<file path="src/rtl/usb_ctrl_pkg.sv">
package usb_ctrl_pkg;

    // register byte offsets
    localparam logic [7:0] OTG_LINE_OFFSET = 8'h00;
    localparam logic [7:0] MODULE_CTRL_OFFSET = 8'h04;
    localparam logic [7:0] ADDRESS_OFFSET = 8'h08;
    localparam logic [7:0] FRAME_LOW_OFFSET = 8'h0C;
    localparam logic [7:0] FRAME_HIGH_OFFSET = 8'h10;
    localparam logic [7:0] TOKEN_CMD_OFFSET = 8'h14;

    // line control fields
    localparam int POS_PULLUP_BIT = 7;
    localparam int NEG_PULLUP_BIT = 6;
    localparam int POS_PULLDOWN_BIT = 5;
    localparam int NEG_PULLDOWN_BIT = 4;
    localparam int BUS_POWER_BIT = 3;
    localparam int SW_LINE_EN_BIT = 2;
    localparam int CHARGE_BIT = 1;
    localparam int DISCHARGE_BIT = 0;

    // module control fields
    localparam int ENABLE_BIT = 0;
    localparam int PINGPONG_RST_BIT = 1;
    localparam int RESUME_BIT = 2;
    localparam int HOST_MODE_BIT = 3;
    localparam int TOKEN_BUSY_BIT = 5;

    // address fields
    localparam int SLOW_RATE_BIT = 7;
    localparam int FUNC_ADDR_MSB = 6;

    // reset values
    localparam logic [7:0] OTG_LINE_RESET = 8'h00;
    localparam logic [3:0] MODULE_CTRL_RESET = 4'h0;
    localparam logic [7:0] ADDRESS_RESET = 8'h00;
    localparam logic [7:0] FRAME_LOW_RESET = 8'h00;
    localparam logic [2:0] FRAME_HIGH_RESET = 3'h0;
    localparam logic [7:0] TOKEN_CMD_RESET = 8'h00;

    // frame timing
    localparam int CLK_PERIOD_NS = 10;
    localparam int FRAME_PERIOD_NS = 1000000;
    localparam int FRAME_CYCLES = FRAME_PERIOD_NS / CLK_PERIOD_NS;
    localparam int FRAME_CNT_W = 17;

endpackage : usb_ctrl_pkg

</file>
<file path="src/rtl/usb_change_detect.sv">
`timescale 1ns/10ps
module usb_change_detect
    import usb_ctrl_pkg::*;
(
    input wire logic clk,
    input wire logic rstn,
    input wire logic level,
    output logic rise,
    output logic fall
);
    typedef struct packed {
        logic prev;
    } cd_state_t;

    cd_state_t state_reg;
    cd_state_t state_next;

    always_comb
    begin
        state_next = state_reg;
        state_next.prev = level;
    end

    always_ff @(posedge clk or negedge rstn)
    begin
        if (!rstn)
            state_reg <= '0;
        else
            state_reg <= state_next;
    end

    assign rise = level & ~state_reg.prev;
    assign fall = ~level & state_reg.prev;
endmodule : usb_change_detect

</file>
<file path="src/rtl/usb_frame_timer.sv">
`timescale 1ns/10ps
module usb_frame_timer
    import usb_ctrl_pkg::*;
#(
    parameter int unsigned PERIOD = FRAME_CYCLES
)
(
    input wire logic clk,
    input wire logic rstn,
    input wire logic run,
    output logic tick
);
    typedef struct packed {
        logic [FRAME_CNT_W-1:0] count;
    } ft_state_t;

    localparam logic [FRAME_CNT_W-1:0] LAST = FRAME_CNT_W'(PERIOD - 1);

    ft_state_t state_reg;
    ft_state_t state_next;

    // free count while running, parked at zero otherwise
    always_comb
    begin
        state_next = state_reg;
        if (!run || state_reg.count == LAST)
            state_next.count = '0;
        else
            state_next.count = state_reg.count + FRAME_CNT_W'(1);
    end

    always_ff @(posedge clk or negedge rstn)
    begin
        if (!rstn)
            state_reg <= '0;
        else
            state_reg <= state_next;
    end

    assign tick = run && state_reg.count == LAST;
endmodule : usb_frame_timer

</file>
<file path="src/rtl/usb_otg_control_regs.sv">
`timescale 1ns/10ps
// Contract
// RQ1: software-line enable set: line controls follow register; clear: hardware drives them
// RQ2: positive line pull-up bit drives positive pull-up enable
// RQ3: negative line pull-up bit drives negative pull-up enable
// RQ4: separate pull-down bits drive each line's pull-down enable
// RQ5: bus power bit requests VBUS power
// RQ6: charge bit applies VBUS charge path
// RQ7: discharge bit applies VBUS discharge path
// RQ8: ping-pong reset bit holds all buffer pointers at even bank
// RQ9: device mode: enable bit turns module on and off
// RQ10: host mode: enable bit emits a frame start token every 1 ms
// RQ11: software polls token busy before writing next token
// RQ12: any change of host mode bit resets host control logic
// RQ13: software holds resume 10 ms as function, 25 ms as host
// RQ14: host mode: clearing resume appends low-speed end of packet
// RQ15: low-speed select bit sets rate of next token
// RQ16: seven-bit function address, read/write, reset zero
// RQ17: received frame start loads low eight frame number bits
// RQ18: bits above seven read zero and ignore writes
// RQ19: upper three frame bits captured on same frame start event
// RQ20: all registers reset to zero; accessed as 32-bit words
module usb_otg_control_regs
    import usb_ctrl_pkg::*;
#(
    parameter int unsigned SOF_PERIOD = FRAME_CYCLES
)
(
    input wire logic clk,
    input wire logic rstn,
    input wire logic [7:0] addr,
    input wire logic [31:0] wdata,
    input wire logic wr_en,
    input wire logic rd_en,
    output logic [31:0] rdata,
    input wire logic hw_pos_pullup,
    input wire logic hw_neg_pullup,
    input wire logic hw_pos_pulldown,
    input wire logic hw_neg_pulldown,
    input wire logic sof_received,
    input wire logic [10:0] rx_frame_number,
    input wire logic token_done,
    output logic pos_line_pullup_en,
    output logic neg_line_pullup_en,
    output logic pos_line_pulldown_en,
    output logic neg_line_pulldown_en,
    output logic bus_power_request,
    output logic bus_power_charge_en,
    output logic bus_power_discharge_en,
    output logic pingpong_pointer_reset,
    output logic module_enable,
    output logic frame_start_gen_enable,
    output logic frame_start_send,
    output logic host_ctrl_reset,
    output logic resume_drive,
    output logic ls_eop_append,
    output logic slow_rate_token_select,
    output logic [6:0] function_address,
    output logic token_start,
    output logic [7:0] token_value
);
    typedef struct packed {
        logic [7:0] otg_line;
        logic [3:0] ctrl;
        logic token_busy;
        logic [7:0] address;
        logic [7:0] frame_low;
        logic [2:0] frame_high;
        logic [7:0] token;
        logic [31:0] rdata;
        logic [3:0] line_out;
        logic module_on;
        logic sof_on;
        logic sof_send;
        logic host_reset;
        logic ls_eop;
        logic tok_start;
        logic [FRAME_CNT_W-1:0] sof_gap;
    } regs_state_t;

    regs_state_t state_reg;
    regs_state_t state_next;

    logic host_rise;
    logic host_fall;
    logic resume_rise;
    logic resume_fall;
    logic sof_tick;

    function automatic logic hit(input logic [7:0] a, input logic [7:0] off);
        hit = a == off;
    endfunction : hit

    function automatic logic [31:0] zext8(input logic [7:0] v);
        zext8 = {24'h000000, v};
    endfunction : zext8

    usb_change_detect host_edge (
        .clk(clk),
        .rstn(rstn),
        .level(state_reg.ctrl[HOST_MODE_BIT]),
        .rise(host_rise),
        .fall(host_fall)
    );

    usb_change_detect resume_edge (
        .clk(clk),
        .rstn(rstn),
        .level(state_reg.ctrl[RESUME_BIT]),
        .rise(resume_rise),
        .fall(resume_fall)
    );

    usb_frame_timer #(
        .PERIOD(SOF_PERIOD)
    ) sof_timer (
        .clk(clk),
        .rstn(rstn),
        .run(state_reg.sof_on),
        .tick(sof_tick)
    );

    always_comb
    begin
        state_next = state_reg;
        state_next.rdata = '0;
        state_next.tok_start = 1'b0;
        // register writes, low byte only
        if (wr_en)
        begin
            if (hit(addr, OTG_LINE_OFFSET))
                state_next.otg_line = wdata[7:0]; // [RQ18]
            if (hit(addr, MODULE_CTRL_OFFSET))
                state_next.ctrl = wdata[3:0];
            if (hit(addr, ADDRESS_OFFSET))
                state_next.address = wdata[7:0]; // [RQ16]
            if (hit(addr, TOKEN_CMD_OFFSET))
            begin
                state_next.token = wdata[7:0];
                state_next.tok_start = 1'b1;
            end
        end
        // busy set by token write wins over completion
        if (wr_en && hit(addr, TOKEN_CMD_OFFSET))
            state_next.token_busy = 1'b1; // [RQ11]
        else if (token_done || host_rise || host_fall)
            state_next.token_busy = 1'b0;
        // frame number capture
        if (sof_received)
        begin
            state_next.frame_low = rx_frame_number[7:0]; // [RQ17]
            state_next.frame_high = rx_frame_number[10:8]; // [RQ19]
        end
        // line resistor source select
        if (state_next.otg_line[SW_LINE_EN_BIT]) // [RQ1]
            state_next.line_out = state_next.otg_line[7:4]; // [RQ2] [RQ3] [RQ4]
        else
            state_next.line_out = {hw_pos_pullup, hw_neg_pullup,
                hw_pos_pulldown, hw_neg_pulldown};
        state_next.module_on = state_next.ctrl[ENABLE_BIT]
            & ~state_next.ctrl[HOST_MODE_BIT]; // [RQ9]
        state_next.sof_on = state_next.ctrl[ENABLE_BIT]
            & state_next.ctrl[HOST_MODE_BIT]; // [RQ10]
        state_next.sof_send = sof_tick & state_next.sof_on; // [RQ10]
        // cycles since the last frame start, for the period checks
        if (state_next.sof_send || !state_reg.sof_on)
            state_next.sof_gap = '0;
        else
            state_next.sof_gap = state_reg.sof_gap + FRAME_CNT_W'(1);
        state_next.host_reset = host_rise | host_fall; // [RQ12]
        state_next.ls_eop = resume_fall & state_reg.ctrl[HOST_MODE_BIT]; // [RQ14]
        // read data, unmapped reads zero
        if (rd_en)
        begin
            if (hit(addr, OTG_LINE_OFFSET))
                state_next.rdata = zext8(state_reg.otg_line); // [RQ18]
            else if (hit(addr, MODULE_CTRL_OFFSET))
                state_next.rdata = zext8({2'b00, state_reg.token_busy, 1'b0,
                    state_reg.ctrl});
            else if (hit(addr, ADDRESS_OFFSET))
                state_next.rdata = zext8(state_reg.address);
            else if (hit(addr, FRAME_LOW_OFFSET))
                state_next.rdata = zext8(state_reg.frame_low);
            else if (hit(addr, FRAME_HIGH_OFFSET))
                state_next.rdata = zext8({5'b00000, state_reg.frame_high});
            else if (hit(addr, TOKEN_CMD_OFFSET))
                state_next.rdata = zext8(state_reg.token);
        end
    end

    always_ff @(posedge clk or negedge rstn)
    begin
        if (!rstn)
        begin
            state_reg <= '0; // [RQ20]
            state_reg.otg_line <= OTG_LINE_RESET;
            state_reg.ctrl <= MODULE_CTRL_RESET;
            state_reg.address <= ADDRESS_RESET;
            state_reg.frame_low <= FRAME_LOW_RESET;
            state_reg.frame_high <= FRAME_HIGH_RESET;
            state_reg.token <= TOKEN_CMD_RESET;
        end
        else
            state_reg <= state_next;
    end

    assign rdata = state_reg.rdata;
    assign pos_line_pullup_en = state_reg.line_out[3]; // [RQ2]
    assign neg_line_pullup_en = state_reg.line_out[2]; // [RQ3]
    assign pos_line_pulldown_en = state_reg.line_out[1]; // [RQ4]
    assign neg_line_pulldown_en = state_reg.line_out[0]; // [RQ4]
    assign bus_power_request = state_reg.otg_line[BUS_POWER_BIT]; // [RQ5]
    assign bus_power_charge_en = state_reg.otg_line[CHARGE_BIT]; // [RQ6]
    assign bus_power_discharge_en = state_reg.otg_line[DISCHARGE_BIT]; // [RQ7]
    assign pingpong_pointer_reset = state_reg.ctrl[PINGPONG_RST_BIT]; // [RQ8]
    assign module_enable = state_reg.module_on;
    assign frame_start_gen_enable = state_reg.sof_on;
    assign frame_start_send = state_reg.sof_send;
    assign host_ctrl_reset = state_reg.host_reset;
    assign resume_drive = state_reg.ctrl[RESUME_BIT]; // [RQ13]
    assign ls_eop_append = state_reg.ls_eop;
    assign slow_rate_token_select = state_reg.address[SLOW_RATE_BIT]; // [RQ15]
    assign function_address = state_reg.address[FUNC_ADDR_MSB:0];
    assign token_start = state_reg.tok_start;
    assign token_value = state_reg.token;
endmodule : usb_otg_control_regs

</file>
<file path="config.mk">
export PLATFORM = sky130hd
export DESIGN_NAME = usb_otg_control_regs
export DESIGN_NICKNAME = d
export VERILOG_FILES = /design/src/rtl/usb_ctrl_pkg.sv /design/src/rtl/usb_change_detect.sv /design/src/rtl/usb_frame_timer.sv /design/src/rtl/usb_otg_control_regs.sv
export SDC_FILE = /design/constraint.sdc
export NUM_CORES = 1
export LEC_CHECK = 0
export BUFFER_PORTS_ARGS = -buffer_cell sky130_fd_sc_hd__buf_2
export CORE_ASPECT_RATIO = 1.25
export CORE_MARGIN = 2
export CORE_UTILIZATION = 53
export CTS_BUF_LIST = sky130_fd_sc_hd__clkbuf_8
export DETAILED_ROUTE_END_ITERATION = 12
export HOLD_SLACK_MARGIN = 0.05
export PLACE_DENSITY = 0.86
export SETUP_SLACK_MARGIN = 0.2
export SLEW_MARGIN = 20
export SYNTH_ARGS = -nofsm -noshare
export SYNTH_HDL_FRONTEND = slang
export SYNTH_HIERARCHICAL = 1
export SYNTH_SLANG_ARGS = --single-unit
</file>
<file path="constraint.sdc">
create_clock -name clk -period 2.4 [get_ports clk]
set_clock_uncertainty 0.05 [all_clocks]
set_input_delay 0.24 -clock clk [delete_from_list [all_inputs] [get_ports clk]]
set_output_delay 0.24 -clock clk [all_outputs]
set_load 0.02 [all_outputs]
</file>
==> results.cfg, run 1 <==
[worst_setup_path]
end_kind = flop
critPathLaunch = sof_timer/state_reg[0]$_DFF_PN0_
timing.setup.critical_path_class = reg -> reg
r2r_start = sof_timer/state_reg[0]$_DFF_PN0_
startpoint_type = flop
wp_data_arrival_ps = 2130
timing.critical_path.required_ps = 2590
critical_path_peak_fanout = 15

[finish]
footprint_of_the_multi_input_gates_sq_mm = 0.001607
fin_nets = 456
register_area_sq_mm = 0.001927
layout-area-overhead-vs-synth_pct = 9.907
final_core_utilization = 0.5919
layout.cell_area.non_filler_sq_mm = 0.004303
largest_register_ffs = 19
diodes = 0
drive_above_1_share = 0.3784
fill_cells = 603

[floorplan]
num_rows = 35
top_level_ports = 124
design.core.area_sq_mm = 0.007269
initial_core_util = 0.5386
die-area_sq_mm = 0.008094
die-height_microns = 100.1
dieWidth_microns = 80.87

[sta]
slew_headroom = 0.3784
max_slew.worst_pin.slew_ps = 932.4
final.setup.worst_slack_ps = 459.6
period_needed_ps = 1940
fin_crit_sh = 0.8085
slew_viol_final = 0
maxClockFrequency_ghz = 0.5154
fin_setup_tns_ps = 0
finalSetupViolations = 0
setup_repair_after_global_routing_missed_its_margin = no
hold_viol_final = 0

[drt]
met2RoutedLength_microns = 4135
routed_via_density = 5.513
highest_signal_layer_in_the_routed_design = met4
wire_per_inst_microns = 16.30
detail_route.drc_violations = 0
m1WireLength_microns = 3191
drt_pre_antenna_iters = 4
drt-initial-drc-count = 86
routed_wl_microns = 8003
dr_vias = 2707
wl_met3_microns = 449
drt.antenna.violating_nets = 0

[global_routing]
overflow = 0
grt_first_pass_wirelength_microns = 13010
globalRouteTotalUtil = 0.2117
initial_antenna_violation_count = 0
grt_pass1_vias = 2662
grt_max_degree = 78

[clocking]
clock_sink_count = 77
worst_skew_pair.late_latency_ps = 360
cts_repair_resized_insts = 0
cts-hold-fix-buffers = 4
cts.repair_timing.setup_buffer_count = 0
clock_tree.buffer_depth = 2
clock_tree_root_driver_cell = sky130_fd_sc_hd__clkbuf_8
cts_h_tree_depth = 3
clkSlewWorstSetupHoldPaths_ps = 80
cts_made_buffers = 9
tritoncts = done

[placement]
portBuffers = 75
globalplace.congestion = 0.8244
hpwl_microns = 5660
placedInstanceArea_sq_mm = 0.004064
preCtsSetupSlack_ps = 469.3

[power_and_ir_drop]
seq_power_share = 0.518
total_leakage_power_nw = 2.092
net-switching-power_mw = 0.7006
power.ir.vdd_worst_v = 0.0003893
comb_power_share = 0.109
internal_power_mw = 1.967
report.power.total_mw = 2.667
share_clk_of_total_power = 0.374
net_switching_share_of_the_total_power = 0.2627
powerDensity_mw_per_mm2 = 619.9

[synth]
syn_avg_cell_area_sq_um = 11.62
synth_area_sq_mm = 0.003915
yosys_warnings = 6
post_synth_inst_count = 337

[outcome]
status = completed

[job]
max-cap-violations = 0

[hold_path]
min_from = rx_frame_number[2]
holdCritPathClass = in -> reg
-- metal layers --
metal | GRT usage | vias to the layer above
met5 | 0 | -
met4 | 0.1056 | 0
met3 | 0.04946 | 19
met2 | 0.3497 | 120
met1 | 0.2578 | 1342
li1 | - | 1226
-- worst paths after layout --
check	end	slack (ps)	cells past startpoint
min reg2reg	resume_edge/state_reg$_DFF_PN0_	420	0
max in group asynchronous	state_reg[77]$_DFFE_PN0P_	1180	2
max	sof_timer/state_reg[8]$_DFF_PN0_	460	5
max reg2reg	sof_timer/state_reg[8]$_DFF_PN0_	460	5
min in group asynchronous	sof_timer/state_reg[7]$_DFF_PN0_	520	2
min	state_reg[72]$_DFFE_PN0P_	70	2
-- area by class of cell --
type / count / share of cell area
Clock buffer: 10 / 0.03199
Clock inverter: 6 / 0.01425
Inverter: 6 / 0.005234
Multi-Input combinational cell: 219 / 0.3734
Sequential cell: 77 / 0.4478
Tap cell: 92 / 0.02675
Timing Repair Buffer: 81 / 0.1006
-- power by group through the flow --
stage | clock network, mW | logic, mW | registers [mW]
floorplan | 0 | 0.210 | 1.41
global placement | 0 | 0.280 | 1.40
detailed placement | 0 | 0.286 | 1.41
CTS | 1.02 | 0.292 | 1.38
global route | 1.07 | 0.319 | 1.39
finish | 0.996 | 0.290 | 1.38
-- metrics by stage --
| stage | instances | hold WS [ps] |
|---|---|---|
| 2_1_floorplan | 360 | -105.6 |
| 3_3_place_gp | 471 | 383.4 |
| 3_5_place_dp | 471 | 392.5 |
| 4_1_cts | 491 | 51.07 |
| 5_1_grt | 491 | 57.41 |
| 6_report | 491 | 65.09 |
-- worst max-delay path, cell delays in order, from the launching register on --
cell	delay (ps)
sky130_fd_sc_hd__dfrtp_1	390
sky130_fd_sc_hd__ha_1	230
sky130_fd_sc_hd__nand4_1	270
sky130_fd_sc_hd__or4_4	620
sky130_fd_sc_hd__nand2_4	180
sky130_fd_sc_hd__nor2_1	80
-- placed cells by master (no fill, tap or decap), types with 3 or more instances in the layout --
cell type                       instances
sky130_fd_sc_hd__mux2i_1                5
sky130_fd_sc_hd__nand3_1                7
sky130_fd_sc_hd__a21oi_1                4
sky130_fd_sc_hd__nand2b_1               3
sky130_fd_sc_hd__dfrtp_1               77
sky130_fd_sc_hd__o221a_2                4
sky130_fd_sc_hd__nand2_1               13
sky130_fd_sc_hd__nor3b_1                3
sky130_fd_sc_hd__buf_4                  3
sky130_fd_sc_hd__mux2_2                39
sky130_fd_sc_hd__dlygate4sd3_1          4
sky130_fd_sc_hd__and4_1                 3
sky130_fd_sc_hd__nor4_1                 4
sky130_fd_sc_hd__inv_1                  6
sky130_fd_sc_hd__clkbuf_8              10
sky130_fd_sc_hd__a22oi_1                3
sky130_fd_sc_hd__nor2_1                23
sky130_fd_sc_hd__nor2b_1                5
sky130_fd_sc_hd__nand3b_1               5
sky130_fd_sc_hd__conb_1                24
sky130_fd_sc_hd__nand4_1                8
sky130_fd_sc_hd__o21ai_0                9
sky130_fd_sc_hd__o22ai_1                3
sky130_fd_sc_hd__nor3_1                 7
sky130_fd_sc_hd__clkinv_2               3
sky130_fd_sc_hd__xnor2_1               14
sky130_fd_sc_hd__buf_2                 74
No activity file was read; power rests on OpenSTA's default activity.
==> inputs of run 2 (changes only) <==
CORE_UTILIZATION = 48   (was 53)
PLACE_DENSITY = 0.82   (was 0.86)
clock period = 1.7 ns   (was 2.4 ns; I/O delays follow)
==> run 2 against run 1 <==
The flow now finishes with violations (setup timing). Cell count increased by 7.5%. Die area increased by 9.9%. Routed wire length increased by 7.5%. Final area grew 8.8%. Flip-flop and latch count unchanged. First-iteration DRC count grew 77%. Worst setup slack got worse by 500 ps. Critical path type unchanged. Highest routed layer unchanged.
==> results.cfg, run 2 (same netlist as run 1, synthesis figures left out) <==
[worst_setup_path]
critical_path.top_delay_family = simple AND/OR/NAND/NOR gates
wp_data_arrival_ps = 1930
crit_chain = or4b_1, or4_4, and3_4
startpoint_type = flop
end_kind = flop
max_stage_delay_ps = 510
timing.setup.critical_path_class = reg -> reg
timing.critical_path.required_ps = 1890
slowest_cell_on_the_critical_path = sky130_fd_sc_hd__or4b_1
crit_path_buf_inv_count = 0
critical_path_peak_fanout = 3

[sta]
setup_repair_after_global_routing_missed_its_margin = yes
maxClockFrequency_ghz = 0.5753
fin_worst_hold_slack_ps = 65.70
slew_viol_final = 0
final.setup.worst_slack_ps = -38.32
period_needed_ps = 1738
fin_crit_sh = 1.023
finalSetupViolations = 17
hold_viol_final = 0
fin_setup_tns_ps = -505.2

[global_routing]
globalRouteTotalUtil = 0.1994
initial_antenna_violation_count = 0
grt_pass1_vias = 2882
grt_max_degree = 34
grt_first_pass_wirelength_microns = 13950
overflow = 0

[finish]
largest_register_ffs = 19
drive_above_1_share = 0.3926
diodes = 0
fin_nets = 490
final_core_utilization = 0.5975
layout_commonest_cell = sky130_fd_sc_hd__dfrtp_1
layout_common_cells = sky130_fd_sc_hd__dfrtp_1 (77), sky130_fd_sc_hd__buf_2 (74), sky130_fd_sc_hd__mux2_2 (39)
layout-area-overhead-vs-synth_pct = 19.62
layout.cell_area.non_filler_sq_mm = 0.004683

[placement]
preCtsSetupSlack_ps = -60.62
hpwl_microns = 6130
portBuffers = 75
globalplace.congestion = 0.8956
placedInstanceArea_sq_mm = 0.004215

[power_and_ir_drop]
total_leakage_power_nw = 2.279
powerDensity_mw_per_mm2 = 867.6
power.ir.vdd_worst_v = 0.0006795

[clocking]
worst_skew_pair.late_latency_ps = 350
cts_made_buffers = 9
clock_sink_count = 77
clock_tree_root_driver_cell = sky130_fd_sc_hd__clkbuf_8
cts.repair_timing.setup_buffer_count = 0
clock_tree.buffer_depth = 2
cts_h_tree_depth = 3
clkSlewWorstSetupHoldPaths_ps = 80
tritoncts = done

[floorplan]
die-area_sq_mm = 0.008899
initial_core_util = 0.4995
num_rows = 36
dieWidth_microns = 84.78
die-height_microns = 105.0
design.core.area_sq_mm = 0.007838
top_level_ports = 124

[drt]
dr_vias = 2766
routed_via_density = 5.239
drt.antenna.violating_nets = 0
routed_wl_microns = 8602
wire_per_inst_microns = 16.29
drt-initial-drc-count = 152
drt_pre_antenna_iters = 5
detail_route.drc_violations = 0

[hold_path]
holdCritPathClass = in -> reg

[job]
max-cap-violations = 0

[outcome]
failed_checks = setup timing
status = finished with violations
run 2: cell count changes in the layout (fill, tap and decap cells not counted), sizes merged:
cell         previous run  this run
dlygate4sd3             4        20
bufinv                  1         3
inv                     7         8
buf                    77        95
clkinvlp                1         0
clkinv                  3         1
run 2: worst register-to-register path: stages, from the launching register on:
cell	delay [ps]
sky130_fd_sc_hd__dfrtp_1	380
sky130_fd_sc_hd__or4b_1	510
sky130_fd_sc_hd__or4_4	480
sky130_fd_sc_hd__and3_4	210
run 2: metal layers:
layer  global-route usage  routed length (microns)  part of all wire
met1               0.2289                     3383              0.39
met2               0.3493                     4643              0.54
met3              0.05371                      428             0.050
met4              0.07937                      146             0.017
met5                    0                        0                 0
run 2: area by class of cell:
type,instances,area [sq um]
fill,633,3154
sequential,77,1927
multi-input combinational,219,1634
timing repair buffer,115,740.7
clock buffer,10,137.6
tap,95,118.9
clock inverter,6,102.6
inverter,6,22.52
run 2: power by group:
group / leakage, nW / total [mW] / internal [mW] / switching (mW)
clock: 0.129 / 1.65 / 1.00 / 0.651
sequential: 1.04 / 1.95 / 1.90 / 0.0472
combinational: 1.11 / 0.460 / 0.196 / 0.263
total: 2.28 / 4.06 / 3.10 / 0.962
run 2: metrics by stage:
stage / cells / power, mW
final: 528 / 4.063
after global routing: 528 / 4.223
after CTS: 528 / 4.085
after detailed placement: 492 / 2.406
after global placement: 492 / 2.394
after floorplan: 360 / 2.291
run 2: path summary, 6_finish.rpt:
path                                                            to  depth (start not counted)                              start  slack, ps
worst max-delay path              sof_timer/state_reg[1]$_DFF_PN0_                          3  sof_timer/state_reg[12]$_DFF_PN0_        -40
worst min-delay path            bus_power_discharge_en$_DFFE_PN0P_                          2                           wdata[0]         70
worst max register to register    sof_timer/state_reg[1]$_DFF_PN0_                          3  sof_timer/state_reg[12]$_DFF_PN0_        -40
worst min register to register     resume_edge/state_reg$_DFF_PN0_                          0           resume_drive$_DFFE_PN0P_        440
max in group asynchronous               token_value[6]$_DFFE_PN0P_                          3                               rstn        800
min in group asynchronous        sof_timer/state_reg[13]$_DFF_PN0_                          2                               rstn        220
run 2: timing repair:
| item | in CTS | in global routing |
|---|---|---|
| gates resized for setup | 0 | 5 |
| pin swaps | 0 | 0 |
| setup endpoints to repair | 17 | 18 |
| hold buffers | 20 | 0 |
| endpoints found under the hold margin | 88 | 0 |
==> inputs of run 3 (changes only) <==
SETUP_SLACK_MARGIN = not set   (was 0.2)
SLEW_MARGIN = 40   (was 20)
==> run 3 against run 2 <==
The run still ends with setup timing left. Maximum frequency down 3.0%. Sequential power about the same. Final area decreased by 0.85%. Via count increased by 1.7%. Global-route usage up 1.4 points. Register-to-register slack got worse by 50 ps. Worst setup slack got worse by 53 ps. Cell count rose by 0.57%. Largest cell class unchanged. Largest power group unchanged.
==> results.cfg, run 3 (same netlist as run 1, synthesis figures left out) <==
[global_routing]
grt_max_degree = 29
grt_pass1_vias = 2933
grt_first_pass_wirelength_microns = 14710
overflow = 0
globalRouteTotalUtil = 0.2135
initial_antenna_violation_count = 0

[outcome]
status = finished with violations
failed_checks = setup timing

[drt]
routed_wl_microns = 9130
drt_pre_antenna_iters = 4
routed_via_density = 5.299
drt.antenna.violating_nets = 0
drt-initial-drc-count = 122
detail_route.drc_violations = 0
wire_per_inst_microns = 17.19
dr_vias = 2814

[finish]
layout_commonest_cell = sky130_fd_sc_hd__dfrtp_1
fin_nets = 493
fill_cells = 653
footprint_of_the_multi_input_gates_sq_mm = 0.001638
layout.cell_area.non_filler_sq_mm = 0.004643
drive_above_1_share = 0.3968
register_area_sq_mm = 0.001927
diodes = 0
layout-area-overhead-vs-synth_pct = 18.60
largest_register_ffs = 19
layout_common_cells = sky130_fd_sc_hd__dfrtp_1 (77), sky130_fd_sc_hd__buf_2 (74), sky130_fd_sc_hd__mux2_2 (39)

[placement]
portBuffers = 75
globalplace.congestion = 0.8686
hpwl_microns = 6192
placedInstanceArea_sq_mm = 0.004215
preCtsSetupSlack_ps = -76.25

[clocking]
tritoncts = done
cts_h_tree_depth = 3
clock_sink_count = 77
cts_made_buffers = 9
worst_skew_pair.late_latency_ps = 360
clkSlewWorstSetupHoldPaths_ps = 90
cts.repair_timing.setup_buffer_count = 0
clock_tree_root_driver_cell = sky130_fd_sc_hd__clkbuf_8
clock_tree.buffer_depth = 2

[worst_setup_path]
startpoint_type = flop
wp_data_arrival_ps = 1990
worst-r2r-cell-count = 4
critPathLaunch = sof_timer/state_reg[13]$_DFF_PN0_
critical_path_end = sof_timer/state_reg[13]$_DFF_PN0_
critical_path_peak_fanout = 15
timing.rr.end = sof_timer/state_reg[13]$_DFF_PN0_
timing.critical_path.required_ps = 1900
end_kind = flop
timing.setup.critical_path_class = reg -> reg
ff2ff_setup_slack_ps = -90
r2r_start = sof_timer/state_reg[13]$_DFF_PN0_

[power_and_ir_drop]
powerDensity_mw_per_mm2 = 783.3
power.ir.vdd_worst_v = 0.0006749
total_leakage_power_nw = 2.258

[sta]
slew_viol_final = 0
setup_repair_after_global_routing_missed_its_margin = yes
fin_crit_sh = 1.054
fin_setup_tns_ps = -1275
final.setup.worst_slack_ps = -91.24
hold_viol_final = 0
finalSetupViolations = 17
period_needed_ps = 1791
maxClockFrequency_ghz = 0.5583

[floorplan]
top_level_ports = 124
die-area_sq_mm = 0.008899
die-height_microns = 105.0
dieWidth_microns = 84.78
design.core.area_sq_mm = 0.007838
num_rows = 36
initial_core_util = 0.4995

[hold_path]
holdCritPathClass = in -> reg

[job]
max-cap-violations = 0
run 3: changes by cell type in the layout (fill, tap and decap cells not counted), sizes merged:
| cell | before | now |
|---|---|---|
| dlygate4sd3 | 20 | 23 |
| inv | 8 | 6 |
| bufinv | 3 | 0 |
| clkbuf | 10 | 9 |
| clkinv | 1 | 7 |
run 3: worst min path at each step:
stage,from,end,cells after the start
floorplan,rstn,bus_power_charge_en$_DFFE_PN0P_,0
global placement,rstn,sof_timer/state_reg[1]$_DFF_PN0_,1
detailed placement,rstn,sof_timer/state_reg[3]$_DFF_PN0_,1
CTS,wdata[0],bus_power_discharge_en$_DFFE_PN0P_,2
global route,wdata[0],bus_power_discharge_en$_DFFE_PN0P_,2
finish,wdata[0],bus_power_discharge_en$_DFFE_PN0P_,2
run 3: layout make-up:
type,count,area share
flip-flops and latches,77,0.4150
multi-input cells,219,0.3527
repair buffers,118,0.1660
clock buffers,9,0.02668
well taps,95,0.02560
clock inverters,7,0.009162
inverters,6,0.004850
run 3: worst max-delay path: stages, from the launching register on:
cell                      delay (ps)
sky130_fd_sc_hd__dfrtp_1         410
sky130_fd_sc_hd__or4b_4          530
sky130_fd_sc_hd__or4_4           480
sky130_fd_sc_hd__nand2_8         140
sky130_fd_sc_hd__nor2_1           70
run 3: per-stage QoR:
stage                       util  hold WS, ps  instances  total power [mW]
final                     0.5924        69.68        531             3.637
after global routing      0.5924        62.68        531             3.794
after CTS                 0.5884        57.87        531             3.643
after detailed placement  0.5378        68.13        492             2.409
after global placement    0.5378        60.91        492             2.393
after floorplan                -       -175.6        360             2.291
run 3: metal layers:
metal / track usage / up-vias / wire length [microns]
li1: - / 1299 / -
met1: 0.2504 / 1381 / 3553
met2: 0.3650 / 109 / 4872
met3: 0.05450 / 25 / 425
met4: 0.09524 / 0 / 279
met5: 0 / - / 0
run 3: report_power, final:
group | switching [mW] | internal, mW | leakage, nW | total, mW
Clock | 0.696 | 0.521 | 0.0925 | 1.22
Sequential | 0.0474 | 1.90 | 1.04 | 1.95
Combinational | 0.271 | 0.201 | 1.13 | 0.471
Total | 1.01 | 2.62 | 2.26 | 3.64
run 3: what timing repair did:
action	4_1_cts	5_1_grt
endpoints found under the hold margin	91	0
hold buffers	23	0
pin swaps	0	0
endpoints found under the setup margin	17	17
gates resized for setup	0	6
